File: src/ssp_map.vh
// register map, field positions, reset values and timing counts of the serial port
`ifndef SSP_MAP_VH
`define SSP_MAP_VH
// ---------------------------------------------------------------
// register byte offsets
// ---------------------------------------------------------------
`define SSP_OFS_BUF   8'h00
`define SSP_OFS_CTL1  8'h04
`define SSP_OFS_CTL2  8'h08
`define SSP_OFS_STAT  8'h0C
`define SSP_OFS_OWNID 8'h10
`define SSP_OFS_EVT   8'h14
// ---------------------------------------------------------------
// control one fields
// ---------------------------------------------------------------
`define SSP_C1_WCOL   7
`define SSP_C1_OV     6
`define SSP_C1_EN     5
`define SSP_C1_CKP    4
// ---------------------------------------------------------------
// status fields
// ---------------------------------------------------------------
`define SSP_ST_SMP    7
`define SSP_ST_CKE    6
// ---------------------------------------------------------------
// event register fields
// ---------------------------------------------------------------
`define SSP_EV_FLAG   0
`define SSP_EV_IE     1
`define SSP_EV_BUSY   2
// ---------------------------------------------------------------
// reset values
// ---------------------------------------------------------------
`define SSP_RST_BYTE  8'h00
// ---------------------------------------------------------------
// mode codes
// ---------------------------------------------------------------
`define SSP_M_TMR     4'h3
`define SSP_M_SSCTL   4'h4
`define SSP_M_SSFREE  4'h5
`define SSP_M_I2C_LO  4'h6
`define SSP_M_I2C_T10 4'h7
`define SSP_M_I2C_MST 4'h8
`define SSP_M_I2C_FW  4'hB
`define SSP_M_I2C_T10I 4'hF
// ---------------------------------------------------------------
// master clock half periods in system clocks
// ---------------------------------------------------------------
`define SSP_HALF_D4   6'h02
`define SSP_HALF_D16  6'h08
`define SSP_HALF_D64  6'h20
`endif

File: src/ssp_port.v
// serial port: wishbone registers, spi shift engine, i2c status and control set
//
// Behaviour
// slave with select control: shift and drive data out only while select low
// select rising stops driving data out at once, even mid byte
// mode 0100 holds spi shift logic in reset while select is high
// spi reset clears bit counter; select high or enable clear cause it
// software enables select control when slave mode uses edge select set
// master mode sleep freezes the transfer; it resumes on run
// master transfer completion can wake the device when enabled
// slave shifts on external clock in any power state; 8 bits set flag
// device reset disables the port and aborts any transfer
// spi modes map to polarity and edge bits as tabled
// own id register: slave address, low seven bits master rate reload
// i2c received byte moves to buffer and sets the port flag
// i2c transmit write loads buffer and shift register together
// control registers read/write; status low six bits read only
// status bit 7 set disables slew control, clear enables it
// status bit 6 set enables smbus input thresholds
// slave status bit 5 tells data or address for last byte
// status bits 4 and 3 show stop or start last; clear on disable
// status bit 2: slave read/write of last match; master transmit busy
// read/write bit ored with request bits shows i2c busy
// ten bit slave sets bit 1 when own id needs reloading
// status bit 0 buffer full on receive, shifting on transmit
// polarity bit set idles clock high, clear idles low
// buffer read clears buffer full
//
// Design decisions made here: the Wishbone register port and the placing of the registers.
`timescale 1ns/1ps
`include "ssp_map.vh"
module ssp_port #(
   parameter BITS = 8
)(
   // clock and reset
   input  wire        clk_i,
   input  wire        rst_i,
   // wishbone slave
   input  wire        cyc_i,
   input  wire        stb_i,
   input  wire        we_i,
   input  wire [7:0]  adr_i,
   input  wire [3:0]  sel_i,
   input  wire [31:0] dat_i,
   output reg  [31:0] dat_o,
   output reg         ack_o,
   // spi pins
   input  wire        sck_i,
   input  wire        sdi_i,
   input  wire        ss_n_i,
   output reg         sck_o,
   output reg         sck_oe_o,
   output reg         sdo_o,
   output reg         sdo_oe_o,
   // power and timer
   input  wire        sleep_i,
   input  wire        timer_tick_i,
   output reg         wake_o,
   // i2c sequencer events
   input  wire        i2c_start_i,
   input  wire        i2c_stop_i,
   input  wire        i2c_nack_i,
   input  wire        i2c_addr_i,
   input  wire        i2c_rw_i,
   input  wire        i2c_rx_i,
   input  wire [7:0]  i2c_rx_byte_i,
   input  wire        i2c_tx_done_i,
   input  wire        i2c_tx_busy_i,
   input  wire [4:0]  i2c_req_done_i,
   // i2c sequencer controls
   output reg  [7:0]  i2c_tx_byte_o,
   output reg  [4:0]  i2c_req_o,
   output reg  [7:0]  own_addr_o,
   output reg  [6:0]  rate_reload_o,
   output reg         slew_ctl_o,
   output reg         smbus_lvl_o
);

   // ---------------------------------------------------------------
   // helpers
   // ---------------------------------------------------------------
   function [5:0] ssp_half;
      input [3:0] m;
      begin
         if (m == 4'h0)
            ssp_half = `SSP_HALF_D4;
         else if (m == 4'h1)
            ssp_half = `SSP_HALF_D16;
         else
            ssp_half = `SSP_HALF_D64;
      end
   endfunction

   // ---------------------------------------------------------------
   // state
   // ---------------------------------------------------------------
   reg [7:0]  buf_q;
   reg [7:0]  ctl1_q;
   reg [7:0]  ctl2_q;
   reg [1:0]  stat_hi_q;
   reg [7:0]  own_q;
   reg        flag_q;
   reg        ie_q;
   reg        bf_q;
   reg        da_q;
   reg        stop_q;
   reg        start_q;
   reg        rw_q;
   reg        ua_q;
   reg [7:0]  sr_q;
   reg [3:0]  cnt_q;
   reg        smp_q;
   reg        m_act_q;
   reg        m_ph_q;
   reg [5:0]  div_q;
   reg [1:0]  sck_sy_q;
   reg [1:0]  sdi_sy_q;
   reg [1:0]  ss_sy_q;
   reg        sck_prev_q;

   // ---------------------------------------------------------------
   // decode
   // ---------------------------------------------------------------
   wire [3:0] mode   = ctl1_q[3:0];
   wire       en     = ctl1_q[`SSP_C1_EN];
   wire       clock_polarity    = ctl1_q[`SSP_C1_CKP];
   wire       sample_phase    = stat_hi_q[1];
   wire       cke    = stat_hi_q[0];
   wire       mst    = en & (mode <= `SSP_M_TMR);
   wire       slv    = en & ((mode == `SSP_M_SSCTL) | (mode == `SSP_M_SSFREE));
   wire       i2c    = en & (mode >= `SSP_M_I2C_LO);
   wire       i2c_m  = i2c & ((mode == `SSP_M_I2C_MST) | (mode == `SSP_M_I2C_FW));
   wire       ten    = (mode == `SSP_M_I2C_T10) | (mode == `SSP_M_I2C_T10I);
   wire       sck_s  = sck_sy_q[1];
   wire       sdi_s  = sdi_sy_q[1];
   wire       ss_s   = ss_sy_q[1];
   // select-high reset
   wire       spi_rst = ~(mst | slv) | ((mode == `SSP_M_SSCTL) & ss_s);

   // bus strobes, effects land on the ack edge
   wire       acc    = cyc_i & stb_i & ~ack_o;
   wire       wr     = acc & we_i & sel_i[0];
   wire       rd     = acc & ~we_i;
   wire       wr_buf = wr & (adr_i == `SSP_OFS_BUF);
   wire       wr_c1  = wr & (adr_i == `SSP_OFS_CTL1);
   wire       wr_c2  = wr & (adr_i == `SSP_OFS_CTL2);
   wire       wr_st  = wr & (adr_i == `SSP_OFS_STAT);
   wire       wr_own = wr & (adr_i == `SSP_OFS_OWNID);
   wire       wr_ev  = wr & (adr_i == `SSP_OFS_EVT);
   wire       rd_buf = rd & (adr_i == `SSP_OFS_BUF);

   // slave match bit or master transmit busy
   wire       rw_rd  = i2c_m ? i2c_tx_busy_i : rw_q;
   // busy is the or of rw and requests
   wire       i2c_busy = rw_rd | (|ctl2_q[4:0]);
   wire       spi_busy = (cnt_q != 4'h0) | m_act_q;
   wire       buf_ok = wr_buf & (i2c ? ~i2c_busy : ~spi_busy);

   // leading edge leaves idle level set by polarity
   wire       s_lead = slv & (sck_s != clock_polarity) & (sck_prev_q == clock_polarity);
   wire       s_trail = slv & (sck_s == clock_polarity) & (sck_prev_q != clock_polarity);
   // master ticks stop while sleeping
   wire       tick = m_act_q & ~sleep_i &
                     ((mode == `SSP_M_TMR) ? timer_tick_i : (div_q == ssp_half(mode) - 6'h01));
   wire       lead  = s_lead | (tick & ~m_ph_q);
   wire       trail = s_trail | (tick & m_ph_q);
   wire       bit_in = (cke & ~(mst & sample_phase)) ? smp_q : sdi_s;
   wire       done  = trail & (cnt_q == 4'h7) & ~spi_rst;

   // ---------------------------------------------------------------
   // pin synchronisers
   // ---------------------------------------------------------------
   always @(posedge clk_i) begin
      if (rst_i) begin
         sck_sy_q   <= 2'b00;
         sdi_sy_q   <= 2'b00;
         ss_sy_q    <= 2'b11;
         sck_prev_q <= 1'b0;
      end else begin
         sck_sy_q   <= {sck_sy_q[0], sck_i};
         sdi_sy_q   <= {sdi_sy_q[0], sdi_i};
         ss_sy_q    <= {ss_sy_q[0], ss_n_i};
         sck_prev_q <= sck_s;
      end
   end

   // ---------------------------------------------------------------
   // master clock generator
   // ---------------------------------------------------------------
   always @(posedge clk_i) begin
      if (rst_i | ~mst) begin
         m_act_q <= 1'b0;
         m_ph_q  <= 1'b0;
         div_q   <= 6'h00;
      end else begin
         if (buf_ok)
            m_act_q <= 1'b1;
         else if (done)
            m_act_q <= 1'b0;
         if (tick) begin
            div_q  <= 6'h00;
            m_ph_q <= ~m_ph_q;
         end else if (m_act_q & ~sleep_i & (mode != `SSP_M_TMR)) begin
            div_q  <= div_q + 6'h01;
         end
      end
   end

   // ---------------------------------------------------------------
   // shift register and bit counter
   // ---------------------------------------------------------------
   always @(posedge clk_i) begin
      if (rst_i) begin
         // reset aborts the transfer
         sr_q  <= `SSP_RST_BYTE;
         cnt_q <= 4'h0;
         smp_q <= 1'b0;
      end else if (buf_ok) begin
         // write fills shift register too
         sr_q  <= dat_i[7:0];
         cnt_q <= 4'h0;
      end else if (spi_rst) begin
         // counter forced to zero
         cnt_q <= 4'h0;
      end else begin
         // slave runs on external clock edges
         if (lead)
            smp_q <= sdi_s;
         if (trail) begin
            sr_q  <= {sr_q[6:0], bit_in};
            cnt_q <= (cnt_q == 4'h7) ? 4'h0 : cnt_q + 4'h1;
         end
      end
   end

   // ---------------------------------------------------------------
   // buffer, buffer full and overflow
   // ---------------------------------------------------------------
   always @(posedge clk_i) begin
      if (rst_i) begin
         buf_q <= `SSP_RST_BYTE;
         bf_q  <= 1'b0;
      end else begin
         // read clears full
         if (rd_buf | (i2c & i2c_tx_done_i))
            bf_q <= 1'b0;
         if (buf_ok) begin
            buf_q <= dat_i[7:0];
            // full while transmit shifts
            if (i2c)
               bf_q <= 1'b1;
         end else if (done & ~(slv & bf_q)) begin
            buf_q <= {sr_q[6:0], bit_in};
            bf_q  <= 1'b1;
         end else if (i2c & i2c_rx_i & ~bf_q & ~ctl1_q[`SSP_C1_OV]) begin
            // received byte moves to buffer
            buf_q <= i2c_rx_byte_i;
            bf_q  <= 1'b1;
         end
      end
   end

   // ---------------------------------------------------------------
   // control one: collision and overflow set wins over write
   // ---------------------------------------------------------------
   always @(posedge clk_i) begin
      if (rst_i) begin
         ctl1_q <= `SSP_RST_BYTE;
      end else begin
         // fully writable
         if (wr_c1)
            ctl1_q <= dat_i[7:0];
         if (wr_buf & ~buf_ok)
            ctl1_q[`SSP_C1_WCOL] <= 1'b1;
         if ((done & slv & bf_q) | (i2c & i2c_rx_i & bf_q))
            ctl1_q[`SSP_C1_OV] <= 1'b1;
      end
   end

   // ---------------------------------------------------------------
   // control two: requests set only when idle, cleared when done
   // ---------------------------------------------------------------
   always @(posedge clk_i) begin
      if (rst_i | ~i2c) begin
         ctl2_q <= `SSP_RST_BYTE;
      end else begin
         ctl2_q[4:0] <= ctl2_q[4:0] & ~i2c_req_done_i;
         if (wr_c2) begin
            ctl2_q[7:5] <= dat_i[7:5];
            if (~i2c_busy)
               ctl2_q[4:0] <= dat_i[4:0];
         end
      end
   end

   // ---------------------------------------------------------------
   // status, own id and event registers
   // ---------------------------------------------------------------
   always @(posedge clk_i) begin
      if (rst_i) begin
         stat_hi_q <= 2'b00;
         own_q     <= `SSP_RST_BYTE;
         ie_q      <= 1'b0;
      end else begin
         // only upper two status bits writable
         if (wr_st)
            stat_hi_q <= dat_i[7:6];
         if (wr_own)
            own_q <= dat_i[7:0];
         if (wr_ev)
            ie_q <= dat_i[`SSP_EV_IE];
      end
   end

   // i2c bus event flags
   always @(posedge clk_i) begin
      if (rst_i | ~i2c) begin
         // cleared on reset and disable
         start_q <= 1'b0;
         stop_q  <= 1'b0;
         da_q    <= 1'b0;
         rw_q    <= 1'b0;
         ua_q    <= 1'b0;
      end else begin
         // most recent of start and stop
         if (i2c_start_i) begin
            start_q <= 1'b1;
            stop_q  <= 1'b0;
         end else if (i2c_stop_i) begin
            start_q <= 1'b0;
            stop_q  <= 1'b1;
         end
         // data or address of last byte
         if ((i2c_rx_i | i2c_tx_done_i) & ~i2c_m)
            da_q <= ~i2c_addr_i;
         // match bit valid to start, stop or nack
         if (i2c_addr_i)
            rw_q <= i2c_rw_i;
         else if (i2c_start_i | i2c_stop_i | i2c_nack_i)
            rw_q <= 1'b0;
         // ten bit slave asks for id reload
         if (wr_own)
            ua_q <= 1'b0;
         if (i2c_addr_i & ten & ~i2c_m)
            ua_q <= 1'b1;
      end
   end

   // port flag: write one clears, event set wins
   always @(posedge clk_i) begin
      if (rst_i) begin
         flag_q <= 1'b0;
      end else begin
         if (wr_ev & dat_i[`SSP_EV_FLAG])
            flag_q <= 1'b0;
         // byte completion sets flag
         if (done | (i2c & (i2c_rx_i | i2c_start_i | i2c_stop_i)))
            flag_q <= 1'b1;
      end
   end

   // ---------------------------------------------------------------
   // wishbone answer, one wait state
   // ---------------------------------------------------------------
   always @(posedge clk_i) begin
      if (rst_i) begin
         ack_o <= 1'b0;
         dat_o <= 32'h00000000;
      end else begin
         ack_o <= acc;
         dat_o <= 32'h00000000;
         if (rd) begin
            if (adr_i == `SSP_OFS_BUF)
               dat_o[7:0] <= buf_q;
            else if (adr_i == `SSP_OFS_CTL1)
               dat_o[7:0] <= ctl1_q;
            else if (adr_i == `SSP_OFS_CTL2)
               dat_o[7:0] <= ctl2_q;
            else if (adr_i == `SSP_OFS_STAT)
               dat_o[7:0] <= {stat_hi_q, da_q, stop_q, start_q, rw_rd, ua_q, bf_q};
            else if (adr_i == `SSP_OFS_OWNID)
               dat_o[7:0] <= own_q;
            else if (adr_i == `SSP_OFS_EVT)
               dat_o[2:0] <= {i2c_busy, ie_q, flag_q};
         end
      end
   end

   // ---------------------------------------------------------------
   // registered pin and side outputs
   // ---------------------------------------------------------------
   always @(posedge clk_i) begin
      if (rst_i) begin
         sck_o         <= 1'b0;
         sck_oe_o      <= 1'b0;
         sdo_o         <= 1'b0;
         sdo_oe_o      <= 1'b0;
         wake_o        <= 1'b0;
         i2c_tx_byte_o <= `SSP_RST_BYTE;
         i2c_req_o     <= 5'h00;
         own_addr_o    <= `SSP_RST_BYTE;
         rate_reload_o <= 7'h00;
         slew_ctl_o    <= 1'b0;
         smbus_lvl_o   <= 1'b0;
      end else begin
         // idle level follows polarity
         sck_o    <= m_ph_q ^ clock_polarity;
         sck_oe_o <= mst;
         sdo_o    <= sr_q[7];
         // in mode 0100 drive only while select low
         sdo_oe_o <= mst | (slv & ~((mode == `SSP_M_SSCTL) & ss_s));
         // completion wakes when enabled
         wake_o   <= flag_q & ie_q;
         i2c_tx_byte_o <= sr_q;
         i2c_req_o     <= ctl2_q[4:0];
         // slave address or master rate reload
         own_addr_o    <= (i2c & ~i2c_m) ? own_q : `SSP_RST_BYTE;
         rate_reload_o <= i2c_m ? own_q[6:0] : 7'h00;
         // i2c pad controls
         slew_ctl_o    <= i2c & ~sample_phase;
         smbus_lvl_o   <= i2c & cke;
      end
   end

endmodule

File: config.mk
export PLATFORM = sky130hd
export DESIGN_NAME = ssp_port
export DESIGN_NICKNAME = d
export VERILOG_FILES = /design/src/ssp_port.v
export VERILOG_INCLUDE_DIRS = /design/src
export SDC_FILE = /design/constraint.sdc
export NUM_CORES = 1
export LEC_CHECK = 0
export CORE_MARGIN = 3
export CORE_UTILIZATION = 35
export DETAILED_ROUTE_END_ITERATION = 8
export DONT_BUFFER_PORTS = 1
export GPL_ROUTABILITY_DRIVEN = 1
export REMOVE_ABC_BUFFERS = 1
export SLEW_MARGIN = 20
export SYNTH_ARGS = -nofsm -noshare
export SYNTH_HDL_FRONTEND = slang
export SYNTH_SLANG_ARGS = --single-unit
File: constraint.sdc
create_clock -name clk_i -period 6.3 [get_ports clk_i]
set_input_delay 0.63 -clock clk_i [delete_from_list [all_inputs] [get_ports clk_i]]
set_output_delay 0.63 -clock clk_i [all_outputs]
set_load 0.02 [all_outputs]
Yosys cells after proc, flatten, opt, wreduce, memory -nomap -nowiden
Cells that the tools add are included.
Storage, ports and cells
  register bits after elaboration: 138
  bits of input ports: 75
  output and inout port bits: 68
  word-level logic and storage cells: 222
Cells by class
  add/subtract/negate cells: 3
  magnitude comparators: 2
  eq/ne operators: 21
  muxes and demuxes: 40
  bitwise gates (word level): 95
  reduce and logical (&&, ||, !) cells: 21
Operators by type and width (number)
  $mux W8: 11
  $and A1 B1 Y1: 51
  $mux W1: 21
  $not A1 Y1: 21
  $or A1 B1 Y1: 20
  $eq A4 B3 Y1 const B: 4
  $eq A8 B4 Y1 const B: 2
  $eq A8 B5 Y1 const B: 2
  $reduce_bool A2 Y1: 8
  $mux W5: 3
  $eq A4 B4 Y1 const B: 3
  $mux W6: 2
  $reduce_or A2 Y1: 5
  $eq A8 B3 Y1 const B: 1
  $logic_not A8 Y1: 1
  $add A6 B1 Y6 const B: 1
  $eq A6 B6 Y1: 1
  $mux W3: 2
  $sub A6 B1 Y6 const B: 1
  $and A5 B5 Y5: 1
  $not A5 Y5: 1
  $reduce_or A5 Y1: 1
  $add A4 B1 Y4 const B: 1
  $eq A4 B1 Y1 const B: 1
  other kinds (15): 17

Depth between registers and ports, before layout
  depth in word-level cells: 15
  mapped depth: 10
  mapped depth without buffers: 8

Worst setup path before layout
OpenSTA, ideal clock, no wires.
  path type: input to register
  start point: in adr_i[1]
  end point: reg ctl1_q[6]
  library setup time: 133 ps
  arrival: 2419 ps
  setup slack: 3748 ps
  stages on the path: 7
  cell sequence: or4_1 nor3_1 and3b_1 clkbuf_1 nand2_1 mux2i_1 a31oi_1
Between the ends
  longest elaborated chain between the ends: 3
RTL lines
  start: declaration: RTL line ssp_port.v:42  | input wire [7:0] adr_i,
  $eq A8 B3 Y1 (no source line)
  $and A1 B1 Y1: RTL line ssp_port.v:145  | wire wr_c1 = wr & (adr_i == `SSP_OFS_CTL1);
  $reduce_bool A2 Y1 (no source line)
  end signal: assignment: RTL line ssp_port.v:268  | ctl1_q <= `SSP_RST_BYTE;
  end signal: assignment: RTL line ssp_port.v:272  | ctl1_q <= dat_i[7:0];
  end: declaration: RTL line ssp_port.v:98  | reg [7:0] ctl1_q;
No other way between the ends.
A chain may end at the register's enable or synchronous reset.

Final worst setup path
  start point: reg ctl1_q[1]
  end point: reg buf_q[1]
Between the ends
  longest elaborated chain between the ends: 14
  elaborated cells on any way between the ends: 46
  those cells by class: add/sub: 1; order compare: 2; eq/ne: 7; mux: 7; bitwise: 27; reduce/logical: 2
RTL lines
  $eq A4 B1 Y1: RTL line ssp_port.v:87  | else if (m == 4'h1)
  $mux W6: RTL line ssp_port.v:87
  $mux W6: RTL line ssp_port.v:85  | if (m == 4'h0)
  $sub A6 B1 Y6: RTL line ssp_port.v:164  | ((mode == `SSP_M_TMR) ? timer_tick_i : (div_q == ssp_half(mode) - 6'h01));
  $eq A6 B6 Y1: RTL line ssp_port.v:164
  $mux W1: RTL line ssp_port.v:164
  $and A1 B1 Y1: RTL line ssp_port.v:163  | wire tick = m_act_q & ~sleep_i &
  $and A1 B1 Y1: RTL line ssp_port.v:166  | wire trail = s_trail | (tick & m_ph_q);
  $or A1 B1 Y1: RTL line ssp_port.v:166
  $and A1 B1 Y1 (2 in series): RTL line ssp_port.v:168  | wire done = trail & (cnt_q == 4'h7) & ~spi_rst;
  $and A1 B1 Y1: RTL line ssp_port.v:252  | end else if (done & ~(slv & bf_q)) begin
  $mux W8: RTL line ssp_port.v:252
  $mux W8: RTL line ssp_port.v:247  | if (buf_ok) begin
  end signal: assignment: RTL line ssp_port.v:248  | buf_q <= dat_i[7:0];
  end signal: assignment: RTL line ssp_port.v:253  | buf_q <= {sr_q[6:0], bit_in};
  end signal: assignment: RTL line ssp_port.v:257  | buf_q <= i2c_rx_byte_i;
  end: declaration: RTL line ssp_port.v:97  | reg [7:0] buf_q;
Parallel ways exist; a longest one is shown, timed or not.

==> results.cfg <==
[synthesis]
netlist_area_mm2 = 0.005120
synth_seq_cells = 113
yosysWarnings = 0
yosys.area.top_type = dfxtp_1
yosysUniqueCellTypes = 62
ys_async_sr_fraction = 0
syn_inst = 568
synthTopCellsByArea = dfxtp_1 (44%), nor2_1 (4.5%), buf_4 (3.7%)
synth-edff-count = 0
avgSynthCellArea_um2 = 9.014
synth_ff_type = dfxtp_1
synth_commonest_cells = dfxtp_1 (113), nor2_1 (61), nand2_1 (44)
synth.most_common_cell = dfxtp_1
yosysSeqAreaShare = 0.4418
yosysTopAreaCellShare = 0.4418

[timing]
min_period_ps = 3238
min_period_over_period = 0.5140
maxSlewViolCount = 0
clock.fmax_mhz = 308.8
hold_violations = 0
tns_ps = 0
worst_slew_pin_slew_ps = 996.1
setup_viol = 0
skew_ps = 15.18
layout_setup_ws_ps = 3062
rsz0062_at_grt = false
maxSlewHeadroom = 0.3346

[cells_and_area]
finalNonFillerCells = 748
nets = 633
postLayoutCellArea_mm2 = 0.005682
area_delta_synth_final_pct = 10.97
drive_gt1_frac = 0.09155
diodes = 0

[route]
finalWirelength_um = 13730
vias = 4133
final_antenna_net_count = 0
drc = 0
routed_via_density = 5.525
wl_per_cell_um = 18.35
drt_pass1_iterations = 6
drt-initial-drc-count = 380

[power_and_ir_drop]
vdd_drop_max_mv = 0.2101
power.leakage_nw = 2.170
power_density_mw_per_mm2 = 291.8

[placed_design]
pre_cts_slack_ps = 3102
dp_cells = 716
postPlaceCellArea_mm2 = 0.005114
place_congestion = 0.8560
portBuffers = 0
dp_hpwl_um = 9747

[floorplanning]
coreArea_mm2 = 0.01410
die-area_mm2 = 0.01612
io_pins = 143
core.rowCount = 43
die_h_um = 126.9
die_w_um = 126.9
start_util = 0.3632

[grt]
grt_max_degree = 73
grt_usage = 0.1698
overflow = 0
grt_pass1_vias = 3967
antenna_found_initial = 0
grt_pass1_wl_um = 21230

[job]
drv_cap = 0

[clock_tree]
cts_tree = built
cts_resized = 0
path_clk_slew_ps = 50
cts_made_buffers = 17
clkSinkCount = 113
post_cts_buffers = 0
htreeDepth = 4
cts_hold_buf = 0
insertion_delay_ps = 420
root_buffer = clkbuf_16
clockBufferDepth = 2

[worst_hold_path]
hold_class = in -> reg

[setup_path]
critPathArrivalTime_ps = 3550
crit_required_ps = 6610
crit_path_end_kind = register
crit_path_start_kind = register
crit_type = reg -> reg
crit_fanout = 19

[outcome]
status = finished, final reports clean
==> final timing paths <==
kind,startpoint,endpoint,slack [ps],cells past startpoint
min reg2reg,ss_sy_q[0],ss_sy_q[1],410,1
max,ctl1_q[1],buf_q[1],3060,6
max reg2reg,ctl1_q[1],buf_q[1],3060,6
min,i2c_start_i,stop_q,290,1
==> metrics by stage <==
step | util | total power, mW | hold WS, ps
floorplan | - | 0.7584 | 389.5
global placement | 0.3628 | 0.7608 | 394.5
detailed placement | 0.3628 | 0.7608 | 399.3
CTS | 0.4031 | 1.674 | 268.6
global route | 0.4031 | 1.708 | 269.5
finish | 0.4031 | 1.658 | 288.4
==> routing by layer <==
layer,vias up,track usage,wire length (um)
met2,196,0.2702,6493
met1,1947,0.2065,5544
met5,-,0,0
met4,0,0.06940,311
li1,1965,-,-
met3,25,0.06484,1376
==> cells by family after synthesis <==
| logic type | synth area share |
|---|---|
| AO/OA/AOI/OAI | 0.1845 |
| AND/OR/NAND/NOR | 0.2370 |
| other | 0.0007324 |
| multiplexers | 0.03837 |
| buffers and inverters | 0.07307 |
| adder cells (fa/ha/maj) | 0.007332 |
| flip-flops | 0.4418 |
| XOR/XNOR | 0.01711 |
==> cell type report <==
| type | instances | area, um2 |
|---|---|---|
| Clock buffer | 22 | 484.2 |
| Clock inverter | 10 | 83.83 |
| Fill cell | 1400 | 8414 |
| Inverter | 11 | 41.29 |
| Multi-Input combinational cell | 410 | 2570 |
| Sequential cell | 113 | 2262 |
| Tap cell | 180 | 225.2 |
| Timing Repair Buffer | 2 | 15.01 |
==> power by group <==
part / switching [mW] / total [mW] / internal [mW]
Sequential: 0.00135 / 0.719 / 0.718
Combinational: 0.0194 / 0.0275 / 0.00812
Clock: 0.333 / 0.911 / 0.579
Total: 0.353 / 1.66 / 1.30
==> registers in the layout (all words and copies together), names as in the netlist, 2 cells and up <==
register       flops
rate_reload_o      7
cnt_q              4
ss_sy_q            2
stat_hi_q          2
buf_q              8
sck_sy_q           2
own_q              8
div_q              6
i2c_tx_byte_o      7
sr_q               8
dat_o              8
ctl2_q             8
own_addr_o         8
i2c_req_o          5
sdi_sy_q           2
ctl1_q             8
==> critical path, stage by stage, from the launching register on <==
cell and delay, ps:
dfxtp_1 650, o21ba_2 230, o41ai_1 550, o2111a_1 640
o21ai_2 350, and2_1 360, o41ai_2 330
==> cells in the final DEF, fill, tap and decap left out, drive strengths merged, types with 5 or more instances in the layout <==
cell type	instances
a211oi	8
a21oi	36
a222oi	8
a22oi	6
a311oi	7
and2	21
and3	5
and3b	5
clkbuf	22
clkinv	7
conb	24
dfxtp	113
inv	11
mux2	5
mux2i	14
nand2	44
nand3	16
nand4	8
nand4b	7
nor2	61
nor2b	25
o211a	7
o21a	6
o21ai	14
o41ai	8
or3	5
xnor2	6
Note: power is estimated with default switching activity, not from simulation.
